File: config.mk
export PLATFORM = sky130hd
export DESIGN_NAME = harvard_cpu_core_datapath
export DESIGN_NICKNAME = d
export VERILOG_FILES = /design/src/harvard_core_pkg.sv /design/src/alu_if.sv /design/src/core_alu.sv /design/src/harvard_cpu_core_datapath.sv
export VERILOG_INCLUDE_DIRS = /design/src
export SDC_FILE = /design/constraint.sdc
export NUM_CORES = 1
export LEC_CHECK = 0
export BUFFER_PORTS_ARGS = -buffer_cell sky130_fd_sc_hd__buf_2
export CAP_MARGIN = 20
export CORE_MARGIN = 2
export CORE_UTILIZATION = 35
export CTS_BUF_LIST = sky130_fd_sc_hd__clkbuf_16
export CTS_CLUSTER_DIAMETER = 150
export DETAILED_ROUTE_END_ITERATION = 16
export GPL_TIMING_DRIVEN = 1
export PLACE_DENSITY_LB_ADDON = 0.08
export SLEW_MARGIN = 20
export SYNTH_ARGS = -nofsm -noshare
export SYNTH_HDL_FRONTEND = slang
export SYNTH_SLANG_ARGS = --single-unit
File: constraint.sdc
create_clock -name i_sys_clk -period 3.65 [get_ports i_sys_clk]
set_clock_uncertainty 0.2 [all_clocks]
set_input_delay 0.365 -clock i_sys_clk [delete_from_list [all_inputs] [get_ports i_sys_clk]]
set_output_delay 0.365 -clock i_sys_clk [all_outputs]
set_load 0.01 [all_outputs]
File: src/harvard_core_params.svh
`ifndef HARVARD_CORE_PARAMS_SVH
`define HARVARD_CORE_PARAMS_SVH

// ************************************************************
// Widths
// ************************************************************
`define INSTR_W          12
`define DATA_W           8
`define FADDR_W          7
`define PC_W             9

// ************************************************************
// Timing
// ************************************************************
`define INSTR_CYCLE_NS   200
`define REF_OSC_MHZ      20
// Oscillator periods in one instruction cycle: 200 ns * 20 MHz = 4
`define PHASES_PER_CYCLE ((`INSTR_CYCLE_NS * `REF_OSC_MHZ) / 1000)

// ************************************************************
// Special registers in data memory
// ************************************************************
`define ADDR_INDIRECT    7'h00
`define ADDR_PC_LOW      7'h02
`define ADDR_STATUS      7'h03
`define ADDR_FSEL        7'h04
`define STAT_C           0
`define STAT_DC          1
`define STAT_Z           2
`define STATUS_RESET     8'h00
`define FSEL_RESET       8'h00
`define W_RESET          8'h00
`define RESET_VECTOR     9'h000

// ************************************************************
// Instruction encoding
// ************************************************************
`define GOTO_PREFIX      3'h7
`define OP_ADD           4'h0
`define OP_SUB           4'h1
`define OP_AND           4'h2
`define OP_IOR           4'h3
`define OP_XOR           4'h4
`define OP_RLF           4'h5
`define OP_RRF           4'h6
`define OP_MOVF          4'h7
`define OP_MOVLW         4'h8
`define OP_ADDLW         4'h9
`define OP_ANDLW         4'hA
`define OP_XORLW         4'hB
`define OP_WREG          4'hC
`define NOP_WORD         12'hD00

`endif

File: src/harvard_core_pkg.sv
package harvard_core_pkg;

  typedef enum logic [1:0] {ph_q1, ph_q2, ph_q3, ph_q4} phase_t;

  typedef enum logic [3:0] {
    alu_add, alu_sub, alu_and, alu_ior, alu_xor,
    alu_rlf, alu_rrf, alu_pass, alu_com, alu_passw
  } alu_op_t;

endpackage

File: src/alu_if.sv
`timescale 1ns/10ps
interface alu_if;
  import harvard_core_pkg::*;
  alu_op_t    op;
  logic [7:0] a;
  logic [7:0] w;
  logic       cin;
  logic [7:0] res;
  logic       c;
  logic       dc;
  logic       z;
  logic       upd_c;
  logic       upd_dc;
  logic       upd_z;

  modport core (output op, a, w, cin, input res, c, dc, z, upd_c, upd_dc, upd_z);
  modport unit (input op, a, w, cin, output res, c, dc, z, upd_c, upd_dc, upd_z);
endinterface

File: src/core_alu.sv
`timescale 1ns/10ps
module core_alu
(
  alu_if.unit   bus
);
  import harvard_core_pkg::*;

  function automatic logic [4:0] nib_add(input logic [3:0] x, input logic [3:0] y, input logic ci);
    nib_add = {1'b0, x} + {1'b0, y} + {4'h0, ci};
  endfunction

  logic [4:0] lo;
  logic [4:0] hi;
  logic [7:0] addend;
  logic       add_cin;

  // ************************************************************
  // Adder shared by add and subtract
  // ************************************************************
  // Subtract is a + ~w + 1, so the carries come out as inverted borrows
  always_comb
  begin
    addend  = (bus.op == alu_sub) ? ~bus.w : bus.w;
    add_cin = (bus.op == alu_sub);
    lo      = nib_add(bus.a[3:0], addend[3:0], add_cin);
    hi      = nib_add(bus.a[7:4], addend[7:4], lo[4]);
  end

  always_comb
  begin
    bus.res    = 8'h00;
    bus.c      = 1'b0;
    bus.dc     = lo[4];
    bus.upd_c  = 1'b0;
    bus.upd_dc = 1'b0;
    bus.upd_z  = 1'b1;
    case (bus.op)
      alu_add, alu_sub:
      begin
        bus.res    = {hi[3:0], lo[3:0]};
        bus.c      = hi[4];
        bus.upd_c  = 1'b1;
        bus.upd_dc = 1'b1;
      end
      alu_and:   bus.res = bus.a & bus.w;
      alu_ior:   bus.res = bus.a | bus.w;
      alu_xor:   bus.res = bus.a ^ bus.w;
      alu_rlf:
      begin
        bus.res   = {bus.a[6:0], bus.cin};
        bus.c     = bus.a[7];
        bus.upd_c = 1'b1;
        bus.upd_z = 1'b0;
      end
      alu_rrf:
      begin
        bus.res   = {bus.cin, bus.a[7:1]};
        bus.c     = bus.a[0];
        bus.upd_c = 1'b1;
        bus.upd_z = 1'b0;
      end
      alu_pass:  bus.res = bus.a;
      alu_com:   bus.res = ~bus.w;
      alu_passw:
      begin
        bus.res   = bus.w;
        bus.upd_z = 1'b0;
      end
      default:   bus.res = 8'h00;
    endcase
    bus.z = (bus.res == 8'h00);
  end

endmodule // core_alu

File: src/harvard_cpu_core_datapath.sv
`timescale 1ns/10ps
`include "harvard_core_params.svh"
// How it works
// - Each instruction is one 12-bit word held in one program-memory location.
// - A whole instruction word is taken from the program bus once per instruction cycle.
// - The next instruction is fetched while the current one executes, so plain instructions take one cycle.
// - A branch throws away the word already fetched and refetches at the target, costing two cycles.
// - Program and data use separate buses that work in the same cycle, with 8-bit data words.
// - Special registers, the low program counter among them, sit in data memory, direct or indirect.
// - The ALU is 8 bits wide and does add, subtract, shift and logic operations.
// - Arithmetic treats operands as two's complement.
// - Two-operand work takes the accumulator plus a file register or an immediate constant.
// - One-operand work acts on either the accumulator or a file register.
// - The 8-bit accumulator has no data-memory address.
// - Carry, digit carry and zero flags in the status register follow the instruction executed.
// - In subtraction carry and digit carry are inverted borrow and digit borrow.
// - The external reset pin is active low and its weak pull-up is always on.
module harvard_cpu_core_datapath
#(
  parameter int PC_W = `PC_W
)
(
  input  wire logic                i_sys_clk,
  input  wire logic                i_sys_rst,
  input  wire logic                i_ext_reset_n,
  output logic [PC_W-1:0]          o_prog_addr,
  input  wire logic [`INSTR_W-1:0] i_prog_data,
  output logic [`FADDR_W-1:0]      o_dmem_addr,
  output logic [`DATA_W-1:0]       o_dmem_wdata,
  output logic                     o_dmem_we,
  input  wire logic [`DATA_W-1:0]  i_dmem_rdata,
  output logic                     o_ext_reset_pullup_en,
  output logic [`DATA_W-1:0]       o_w_value,
  output logic [`DATA_W-1:0]       o_status
);
  import harvard_core_pkg::*;

  logic                rst;
  phase_t              phase_q;
  logic [`INSTR_W-1:0] ir_q;
  logic [PC_W-1:0]     pc_q;
  logic [PC_W-1:0]     tgt_q;
  logic                branch_q;
  logic [7:0]          w_q;
  logic [7:0]          status_q;
  logic [7:0]          fsel_q;
  logic [7:0]          opnd_q;
  logic [6:0]          ea;
  logic [7:0]          rd_mux;
  logic [3:0]          op;
  logic                is_goto;
  logic                file_op;
  logic                lit_op;
  logic                movwf;
  logic                comw;
  logic                wr_w;
  logic                wr_f;
  logic [7:0]          wr_val;

  alu_if alu ();

  core_alu u_alu
  (
    .bus (alu)
  );

  // ************************************************************
  // Reset and pin
  // ************************************************************
  // The pull-up itself is analog; this only reports that it is never switched off
  assign o_ext_reset_pullup_en = 1'b1;
  assign rst                   = i_sys_rst | ~i_ext_reset_n;

  // ************************************************************
  // Decode
  // ************************************************************
  assign op      = ir_q[11:8];
  assign is_goto = (ir_q[11:9] == `GOTO_PREFIX);
  assign file_op = !is_goto && (op <= `OP_MOVF);
  assign lit_op  = !is_goto && (op >= `OP_MOVLW) && (op <= `OP_XORLW);
  assign movwf   = (op == `OP_WREG) && !ir_q[7];
  assign comw    = (op == `OP_WREG) && ir_q[7];
  // Address zero redirects through the file select register
  assign ea      = (ir_q[6:0] == `ADDR_INDIRECT) ? fsel_q[6:0] : ir_q[6:0];
  assign wr_w    = lit_op | comw | (file_op & !ir_q[7]);
  assign wr_f    = (file_op & ir_q[7]) | movwf;
  assign wr_val  = alu.res;

  always_comb
  begin
    alu.op  = alu_pass;
    alu.a   = lit_op ? ir_q[7:0] : opnd_q;
    alu.w   = w_q;
    alu.cin = status_q[`STAT_C];
    case (op)
      `OP_ADD, `OP_ADDLW: alu.op = alu_add;
      `OP_SUB:            alu.op = alu_sub;
      `OP_AND, `OP_ANDLW: alu.op = alu_and;
      `OP_IOR:            alu.op = alu_ior;
      `OP_XOR, `OP_XORLW: alu.op = alu_xor;
      `OP_RLF:            alu.op = alu_rlf;
      `OP_RRF:            alu.op = alu_rrf;
      `OP_MOVF:           alu.op = alu_pass;
      `OP_MOVLW:          alu.op = alu_pass;
      `OP_WREG:           alu.op = ir_q[7] ? alu_com : alu_passw;
      default:            alu.op = alu_pass;
    endcase
  end

  // Special registers read from inside the core, everything else from the data bus
  always_comb
  begin
    case (ea)
      `ADDR_INDIRECT: rd_mux = 8'h00;
      `ADDR_PC_LOW:   rd_mux = pc_q[7:0];
      `ADDR_STATUS:   rd_mux = status_q;
      `ADDR_FSEL:     rd_mux = fsel_q;
      default:        rd_mux = i_dmem_rdata;
    endcase
  end

  // ************************************************************
  // Phase counter
  // ************************************************************
  always_ff @(posedge i_sys_clk)
  begin
    if (rst)
      phase_q <= ph_q1;
    else
      phase_q <= phase_t'(phase_q + 2'(1));
  end

  // ************************************************************
  // Fetch and program counter
  // ************************************************************
  always_ff @(posedge i_sys_clk)
  begin
    if (rst)
    begin
      pc_q     <= PC_W'(`RESET_VECTOR);
      ir_q     <= `NOP_WORD;
      branch_q <= 1'b0;
      tgt_q    <= PC_W'(`RESET_VECTOR);
    end
    else
    begin
      if (phase_q == ph_q3 && is_goto)
      begin
        branch_q <= 1'b1;
        tgt_q    <= PC_W'(ir_q[8:0]);
      end
      else if (phase_q == ph_q3 && wr_f && ea == `ADDR_PC_LOW)
      begin
        branch_q <= 1'b1;
        tgt_q    <= {pc_q[PC_W-1:8], wr_val};
      end
      if (phase_q == ph_q4)
      begin
        branch_q <= 1'b0;
        if (branch_q)
        begin
          // Word fetched behind the branch is dropped; a dead cycle follows
          ir_q <= `NOP_WORD;
          pc_q <= tgt_q;
        end
        else
        begin
          ir_q <= i_prog_data;
          pc_q <= PC_W'(pc_q + PC_W'(1));
        end
      end
    end
  end

  assign o_prog_addr = pc_q;

  // ************************************************************
  // Data bus
  // ************************************************************
  always_ff @(posedge i_sys_clk)
  begin
    if (rst)
    begin
      o_dmem_addr  <= 7'h00;
      o_dmem_wdata <= 8'h00;
      o_dmem_we    <= 1'b0;
      opnd_q       <= 8'h00;
    end
    else
    begin
      if (phase_q == ph_q1)
        o_dmem_addr <= ea;
      if (phase_q == ph_q2)
        opnd_q <= rd_mux;
      if (phase_q == ph_q3 && wr_f && ea != `ADDR_PC_LOW && ea != `ADDR_STATUS &&
          ea != `ADDR_FSEL && ea != `ADDR_INDIRECT)
      begin
        o_dmem_wdata <= wr_val;
        o_dmem_we    <= 1'b1;
      end
      else if (phase_q == ph_q4)
        o_dmem_we <= 1'b0;
    end
  end

  // ************************************************************
  // Accumulator, select and status
  // ************************************************************
  // The accumulator is written only as an instruction result, never by address
  always_ff @(posedge i_sys_clk)
  begin
    if (rst)
      w_q <= `W_RESET;
    else if (phase_q == ph_q3 && wr_w)
      w_q <= wr_val;
  end

  always_ff @(posedge i_sys_clk)
  begin
    if (rst)
      fsel_q <= `FSEL_RESET;
    else if (phase_q == ph_q3 && wr_f && ea == `ADDR_FSEL)
      fsel_q <= wr_val;
  end

  // A direct write to status takes the stored value; flag updates are dropped then
  always_ff @(posedge i_sys_clk)
  begin
    if (rst)
      status_q <= `STATUS_RESET;
    else if (phase_q == ph_q3 && !is_goto)
    begin
      if (wr_f && ea == `ADDR_STATUS)
        status_q <= wr_val;
      else if (file_op || lit_op || comw)
      begin
        if (alu.upd_c)
          status_q[`STAT_C] <= alu.c;
        if (alu.upd_dc)
          status_q[`STAT_DC] <= alu.dc;
        if (alu.upd_z)
          status_q[`STAT_Z] <= alu.z;
      end
    end
  end

  assign o_w_value = w_q;
  assign o_status  = status_q;

endmodule // harvard_cpu_core_datapath

==> summary.md, run 1 <==
| Metric | Value |
|---|---|
| Core Area | `0.0146 mm2` |
| # diodes | `0` |
| Residual DRC | `0` |
| GRT overflow | `0` |
| Initial antenna violation count | `0` |
| CTS hold repair buffers | `0` |
| Final setup fails | `12` |
| Root buffer cell | `clkbuf_16` |
| Fillers | `1,489` |
| Most common cell after layout, fill and taps aside | `dfxtp_1` |
| Number of flops mapped to enable cells by yosys | `0` |
| Bufs on Longest Clock Path | `2` |
| Layout cells sized above 1 | `0.256` |
| CTS tree | `done` |
| Distinct cells, synth | `73` |
| First-pass GRT wire length | `30.5 mm` |
| Hpwl dp | `14.5 mm` |
| Final setup TNS | `-1.38 ns` |
| Ports | `65` |
| Max Cap Viol | `0` |
| Pwr Density | `286 mW/mm2` |
| H-tree Lvls | `3` |
| Finished Core Util | `0.445` |
| Fin. max-slew vios | `0` |
| Critical path class | `reg -> reg` |
| Gate count after technology mapping | `647` |
| Overall Global Routing Usage | `0.247` |
| Most area-consuming cells after synthesis | `dfxtp_1, ha_1, a211oi_1` |
| Avg WL per Cell | `21.1 um` |
| Nets@finish | `790` |
| Max VDD drop | `193 uV` |
| Synthesized cell area | `0.00529 mm2` |
| Row count | `44` |
| Initial Utilization | `0.361` |
| RSZ-0062 raised after global routing | `true` |
| DRT iter0 DRCs | `398` |
| Worst EP required | `3.72 ns` |
| Asr flop ratio synth | `0` |
| Leading cell types in the layout, fill and taps excluded | `dfxtp_1, nor2_1, buf_2, buf_4, nand2_1` |
| Max-slew headroom | `0.406` |
| Area leader, netlist | `dfxtp_1` |
| Largest net degree at the start of global routing | `34` |
| Worst EP arrival | `3.95 ns` |
| Via Count | `5,388` |
| ANT nets after route | `0` |
| Clock tree sinks | `81` |
| Worst slew pin tran | `0.888 ns` |
| Chip height | `127 um` |
| Area Overhead vs Synth | `23.1%` |
| Port bufs | `63` |
| Register bit total from synthesis | `81` |
| Synth Net Count | `700` |
| GP Congestion | `0.971` |
| TritonRoute pass-1 iters | `5` |
| Final period util | `1.06` |
| Mean Syn Cell Area | `8.17 um2` |
| Die W | `127 um` |
| Leakage power | `2.68 nW` |
| Syn. warnings | `0` |
| Top_reg_cell synth | `dfxtp_1` |
| Startpoint types | `flop` |
| Fin crit period | `3.88 ns` |
| Critical path peak fanout | `5` |
| Final hold viol count | `0` |
| Vias in the first global route | `5,153` |
| Top cell type's share of synthesized area | `0.307` |
| Die Footprint | `0.0161 mm2` |
| Via density per instance | `5.82` |
| Skew-Pair Late Insertion Delay | `0.35 ns` |
| Status | `complete, but fails checks` |
| Final WS setup | `-0.230 ns` |
| Failing checks | `setup timing` |
| Worst hold-check path type | `in -> reg` |
| Register area share after synthesis | `0.307` |
| Clock transition at the registers of the reported paths | `0.06 ns` |
| Fmax | `0.258 GHz` |
| Final WL | `19.6 mm` |
| CTS Buf Count | `9` |
| CP endpoint kind | `flop` |
-- report_power, final --
group	internal (mW)	switching, mW	leakage, nW
Sequential	0.890	0.00597	0.653
Clock	0.455	0.396	0.136
Combinational	0.0472	0.0699	1.89
-- registers in the layout (all words and copies together), names as in the netlist --
signal        count
ir_q             12
opnd_q            8
branch_q          1
phase_q           2
fsel_q            8
tgt_q             9
o_dmem_wdata      8
o_dmem_we         1
o_dmem_addr       7
o_status          8
o_prog_addr       9
o_w_value         8
-- timing repair --
item / in CTS / in global routing
hold endpoints to repair: 0 / 0
setup endpoints to repair: 16 / 20
buffers inserted: 4 / 4
resized for setup: 13 / 9
pin swaps: 9 / 9
-- cell usage after synthesis (all sizes together) (5+ instances only) --
| master | number |
|---|---|
| a21oi | 30 |
| buf | 22 |
| dfxtp | 81 |
| a22oi | 22 |
| a22o | 9 |
| nor2b | 12 |
| mux2i | 8 |
| ha | 27 |
| nor3 | 11 |
| xnor2 | 12 |
| o21ai | 27 |
| and2 | 6 |
| inv | 27 |
| nand2 | 57 |
| a41oi | 8 |
| xor2 | 7 |
| a21o | 7 |
| nor2 | 74 |
| nand3 | 9 |
| and3b | 5 |
| a31oi | 10 |
| a211oi | 40 |
| mux2 | 9 |
| clkbuf | 29 |
| nand2b | 12 |
| and3 | 7 |
| a2bb2oi | 7 |
-- worst max-delay path, stage by stage, from the launching register on --
cell,delay [ns]
dfxtp_1,0.31
or4b_4,0.61
xnor2_4,0.17
fa_2,0.37
a21o_1,0.16
a21o_1,0.19
fa_2,0.36
inv_2,0.06
fa_1,0.42
or3_1,0.34
a21oi_2,0.18
nor3_4,0.09
buf_4,0.14
a211oi_2,0.18
-- stage by stage --
step                      hold slack (ns)  setup slack [ns]  total power [mW]  cell area (um2)  cells
final                              0.0499            -0.230              1.86             6510    926
after CTS                          0.0390            -0.279              1.88             6440    922
after global placement              0.245            -0.342              1.03             6080    902
after floorplan                     0.233            -0.122             0.974             5330    647
after detailed placement            0.251            -0.403              1.03             6080    902
after global routing               0.0561            -0.350              1.93             6510    926
-- cell families (layout without fill, tap and decap cells) --
| logic type | Yosys count | after routing | synth area share |
|---|---|---|---|
| muxes | 17 | 17 | 0.0367 |
| other | 1 | 1 | 0.000709 |
| AOI/OAI and AO/OA | 200 | 200 | 0.273 |
| DFF | 81 | 81 | 0.307 |
| xor gates and xnor gates | 19 | 19 | 0.0315 |
| and+or+nand+nor | 219 | 219 | 0.208 |
| adders and majority gates | 32 | 32 | 0.0790 |
| buffers and inverters | 78 | 173 | 0.0644 |
-- layout make-up --
cell class	count	area, um2	share of cell area
multi-input cells	488	3460	0.531
clock buffers	9	225	0.0346
flip-flops and latches	81	1620	0.249
inverters	27	101	0.0156
clock inverters	7	40.0	0.00615
repair buffers	130	833	0.128
well taps	184	230	0.0354
-- final timing paths --
| check | slack [ns] | startpoint | endpoint | depth (start not counted) |
|---|---|---|---|---|
| max | -0.23 | ir_q[9]$_SDFFE_PP0P_ | fsel_q[5]$_SDFFE_PP0P_ | 13 |
| min | 0.05 | i_prog_data[6] | ir_q[6]$_SDFFE_PP0P_ | 3 |
| max reg2reg | -0.23 | ir_q[9]$_SDFFE_PP0P_ | fsel_q[5]$_SDFFE_PP0P_ | 13 |
| min reg2reg | 0.26 | tgt_q[6]$_SDFFE_PP0P_ | tgt_q[6]$_SDFFE_PP0P_ | 2 |
-- layer usage --
layer,global-route usage,wire length (um),vias to the layer above
li1,-,-,2545
met1,0.357,9190,2625
met2,0.385,8840,195
met3,0.0354,1200,23
met4,0.0705,352,0
met5,0,0,-
No activity file was read; power rests on OpenSTA's default activity.
==> run 2, diff against run 1 <==
--- a/config.mk
+++ b/config.mk
@@ -8,7 +8,7 @@
 export LEC_CHECK = 0
 export BUFFER_PORTS_ARGS = -buffer_cell sky130_fd_sc_hd__buf_2
 export CAP_MARGIN = 20
-export CORE_MARGIN = 2
+export CORE_MARGIN = 3
 export CORE_UTILIZATION = 35
 export CTS_BUF_LIST = sky130_fd_sc_hd__clkbuf_16
 export CTS_CLUSTER_DIAMETER = 150
==> run 2 against run 1 <==
  * The flow still finishes with violations (setup timing)
  * Clock power increased by 4.1%
  * Register-to-register slack is essentially flat
  * Worst hold slack worse by 0.0079 ns
  * Setup slack got worse by 0.011 ns
  * Critical path depth grew 1
  * First-iteration DRC count down 13%
  * Sequential share of layout area down 0.28 points
  * Final cell count rose by 0.65%
  * Global-route usage fell by 0.91 points
  * Non-clock buffer count up 6
  * Count of clock-buffer cells in the layout did not move
  * Sequential cell count stayed put
  * Largest power group unchanged
==> summary.md, run 2 (synthesis results as in run 1) <==
| Metric | Value |
|---|---|
| Critical path class | `reg -> reg (unchanged)` |
| Fin crit period | `3.89 ns (was 3.88 ns)` |
| Die Footprint | `0.0166 mm2 (was 0.0161 mm2)` |
| Worst EP required | `3.74 ns (was 3.72 ns)` |
| Hpwl dp | `14.7 mm (was 14.5 mm)` |
| Pwr Total | `1.90 mW (was 1.86 mW)` |
| Critical path peak fanout | `4 (was 5)` |
| Crit path largest cell delay | `0.60 ns (was 0.61 ns)` |
| Clock tree sinks | `81 (unchanged)` |
| Max VDD drop | `221 uV (was 193 uV)` |
| Sw Ratio | `0.261 (was 0.253)` |
| Multi-input gate area | `0.00346 mm2 (about the same)` |
| Clock transition at the registers of the reported paths | `0.07 ns (was 0.06 ns)` |
| Fillers | `1,500 (was 1,489)` |
| Leakage power | `2.71 nW (was 2.68 nW)` |
| Port bufs | `63 (unchanged)` |
| Register name with the most flops | `ir_q (unchanged)` |
| Ports | `65 (unchanged)` |
| Root buffer cell | `clkbuf_16 (unchanged)` |
| TritonRoute pass-1 iters | `5 (unchanged)` |
| Max stage delay cell, worst path | `or4b_4 (unchanged)` |
| Core Area | `0.0146 mm2 (unchanged)` |
| Fmax | `0.257 GHz (was 0.258 GHz)` |
| Largest net degree at the start of global routing | `33 (was 34)` |
| Worst hold-check path type | `in -> reg (unchanged)` |
| Clk pwr share | `0.466 (was 0.456)` |
| Placed inst area | `0.00611 mm2 (was 0.00608 mm2)` |
| First-pass GRT wire length | `30.0 mm (was 30.5 mm)` |
| CTS hold repair buffers | `0 (unchanged)` |
| Avg WL per Cell | `21.0 um (was 21.1 um)` |
| Dpl cells | `906 (was 902)` |
| Final setup TNS | `-2.28 ns (was -1.38 ns)` |
| CTS tree | `done (unchanged)` |
| Status | `complete, but fails checks (unchanged)` |
| Overall Global Routing Usage | `0.238 (was 0.247)` |
| Max Cap Viol | `0 (unchanged)` |
| CP endpoint kind | `flop (unchanged)` |
| Int Pwr | `1.41 mW (was 1.39 mW)` |
| Via Count | `5,307 (was 5,388)` |
| Leading cell types in the layout, fill and taps excluded | `dfxtp_1, nor2_1, buf_4 (was dfxtp_1, nor2_1, buf_2, buf_4, nand2_1)` |
| Via density per instance | `5.69 (was 5.82)` |
| H-tree Lvls | `3 (unchanged)` |
| Fin. max-slew vios | `0 (unchanged)` |
| Sequential share of power | `0.471 (was 0.481)` |
| GRT overflow | `0 (unchanged)` |
| CP bufs+invs | `2 (unchanged)` |
| Failing checks | `setup timing (unchanged)` |
| Most common cell after layout, fill and taps aside | `dfxtp_1 (unchanged)` |
| Storage cell area | `0.00162 mm2 (about the same)` |
| Pwr Density | `289 mW/mm2 (was 286 mW/mm2)` |
| Final hold slack | `0.0420 ns (was 0.0499 ns)` |
| Final setup fails | `16 (was 12)` |
| Pre-CTS setup slack | `-0.253 ns (was -0.403 ns)` |
| Final WL | `19.6 mm (about the same)` |
| Final Non-Filler Cells | `932 (was 926)` |
| ANT nets after route | `0 (unchanged)` |
| Worst slew pin tran | `0.902 ns (was 0.888 ns)` |
| Startpoint types | `flop (unchanged)` |
| Worst EP arrival | `3.98 ns (was 3.95 ns)` |
| Nets@finish | `796 (was 790)` |
| Skew-Pair Late Insertion Delay | `0.36 ns (was 0.35 ns)` |
| CTS Buf Count | `9 (unchanged)` |
| NetSw | `0.496 mW (was 0.472 mW)` |
| Layout cells sized above 1 | `0.266 (was 0.256)` |
| Bufs on Longest Clock Path | `2 (unchanged)` |
| Finished Core Util | `0.450 (was 0.445)` |
| Max-slew headroom | `0.397 (was 0.406)` |
| Final period util | `1.07 (was 1.06)` |
| Initial antenna violation count | `1 (was 0)` |
| DRT iter0 DRCs | `346 (was 398)` |
| Logic gate share of total power | `0.064 (was 0.063)` |
| RSZ-0062 raised after global routing | `true (unchanged)` |
| Critical path's top delay family | `adder cells (unchanged)` |
| GP Congestion | `0.929 (was 0.971)` |
| Residual DRC | `0 (unchanged)` |
| Post-route design area | `0.00659 mm2 (was 0.00651 mm2)` |
| Final WS setup | `-0.241 ns (was -0.230 ns)` |
| Chip height | `129 um (was 127 um)` |
| Crit-path cells | `or4b_4, xnor2_4, fa_2, a21o_1, a21o_1, fa_2, inv_2, fa_1, or3_1, a21oi_2, nor3_4, buf_12, a2bb2oi_2, a21oi_1 (was or4b_4, xnor2_4, fa_2, a21o_1, a21o_1, fa_2, inv_2, fa_1, or3_1, a21oi_2, nor3_4, buf_4, a211oi_2)` |
| Row count | `44 (unchanged)` |
| Final hold viol count | `0 (unchanged)` |
| Area Overhead vs Synth | `24.6% (was 23.1%)` |
| Initial Utilization | `0.361 (unchanged)` |
| Vias in the first global route | `5,118 (was 5,153)` |
| Max reg flops | `12 (unchanged)` |
| Die W | `129 um (was 127 um)` |
| # diodes | `0 (unchanged)` |
run 2: final timing paths:
check	startpoint	end	slack, ns	cells after the start
worst max register to register	ir_q[9]$_SDFFE_PP0P_	tgt_q[5]$_SDFFE_PP0P_	-0.24	14
worst max-delay path	ir_q[9]$_SDFFE_PP0P_	tgt_q[5]$_SDFFE_PP0P_	-0.24	14
worst min-delay path	i_prog_data[6]	ir_q[6]$_SDFFE_PP0P_	0.04	3
worst min register to register	tgt_q[6]$_SDFFE_PP0P_	tgt_q[6]$_SDFFE_PP0P_	0.26	2
run 2: tightest hold or removal path: cells and delay by family:
family,cells,cell delay (ns)
AND/OR/NAND/NOR,1,0.08
buffers and inverters,1,0.08
AO/OA/AOI/OAI,1,0.05
run 2: area by class of cell:
type                       instances  area share
multi-input combinational        488       0.524
clock buffer                       9      0.0342
timing repair buffer             136       0.137
inverter                          27      0.0154
clock inverter                     7     0.00816
sequential                        81       0.246
tap                              184      0.0349
run 2: power by group through the flow:
stage | Clock (mW) | Combinational (mW) | Sequential, mW
after CTS | 0.910 | 0.118 | 0.895
after global routing | 0.942 | 0.132 | 0.896
after detailed placement | 0 | 0.113 | 0.916
final | 0.886 | 0.121 | 0.895
after floorplan | 0 | 0.0580 | 0.916
after global placement | 0 | 0.112 | 0.915
run 2: what timing repair did:
| item | CTS | global route |
|---|---|---|
| setup buffers | 5 | 5 |
| endpoints found under the setup margin | 17 | 22 |
| resized for setup | 15 | 7 |
| pin swaps | 4 | 4 |
run 2: per-layer routing:
layer	up-vias	share of wire	GRT usage
met5	-	0.00061	0
met4	2	0.036	0.0988
met1	2524	0.46	0.323
met3	41	0.058	0.0469
li1	2558	-	-
met2	182	0.45	0.371
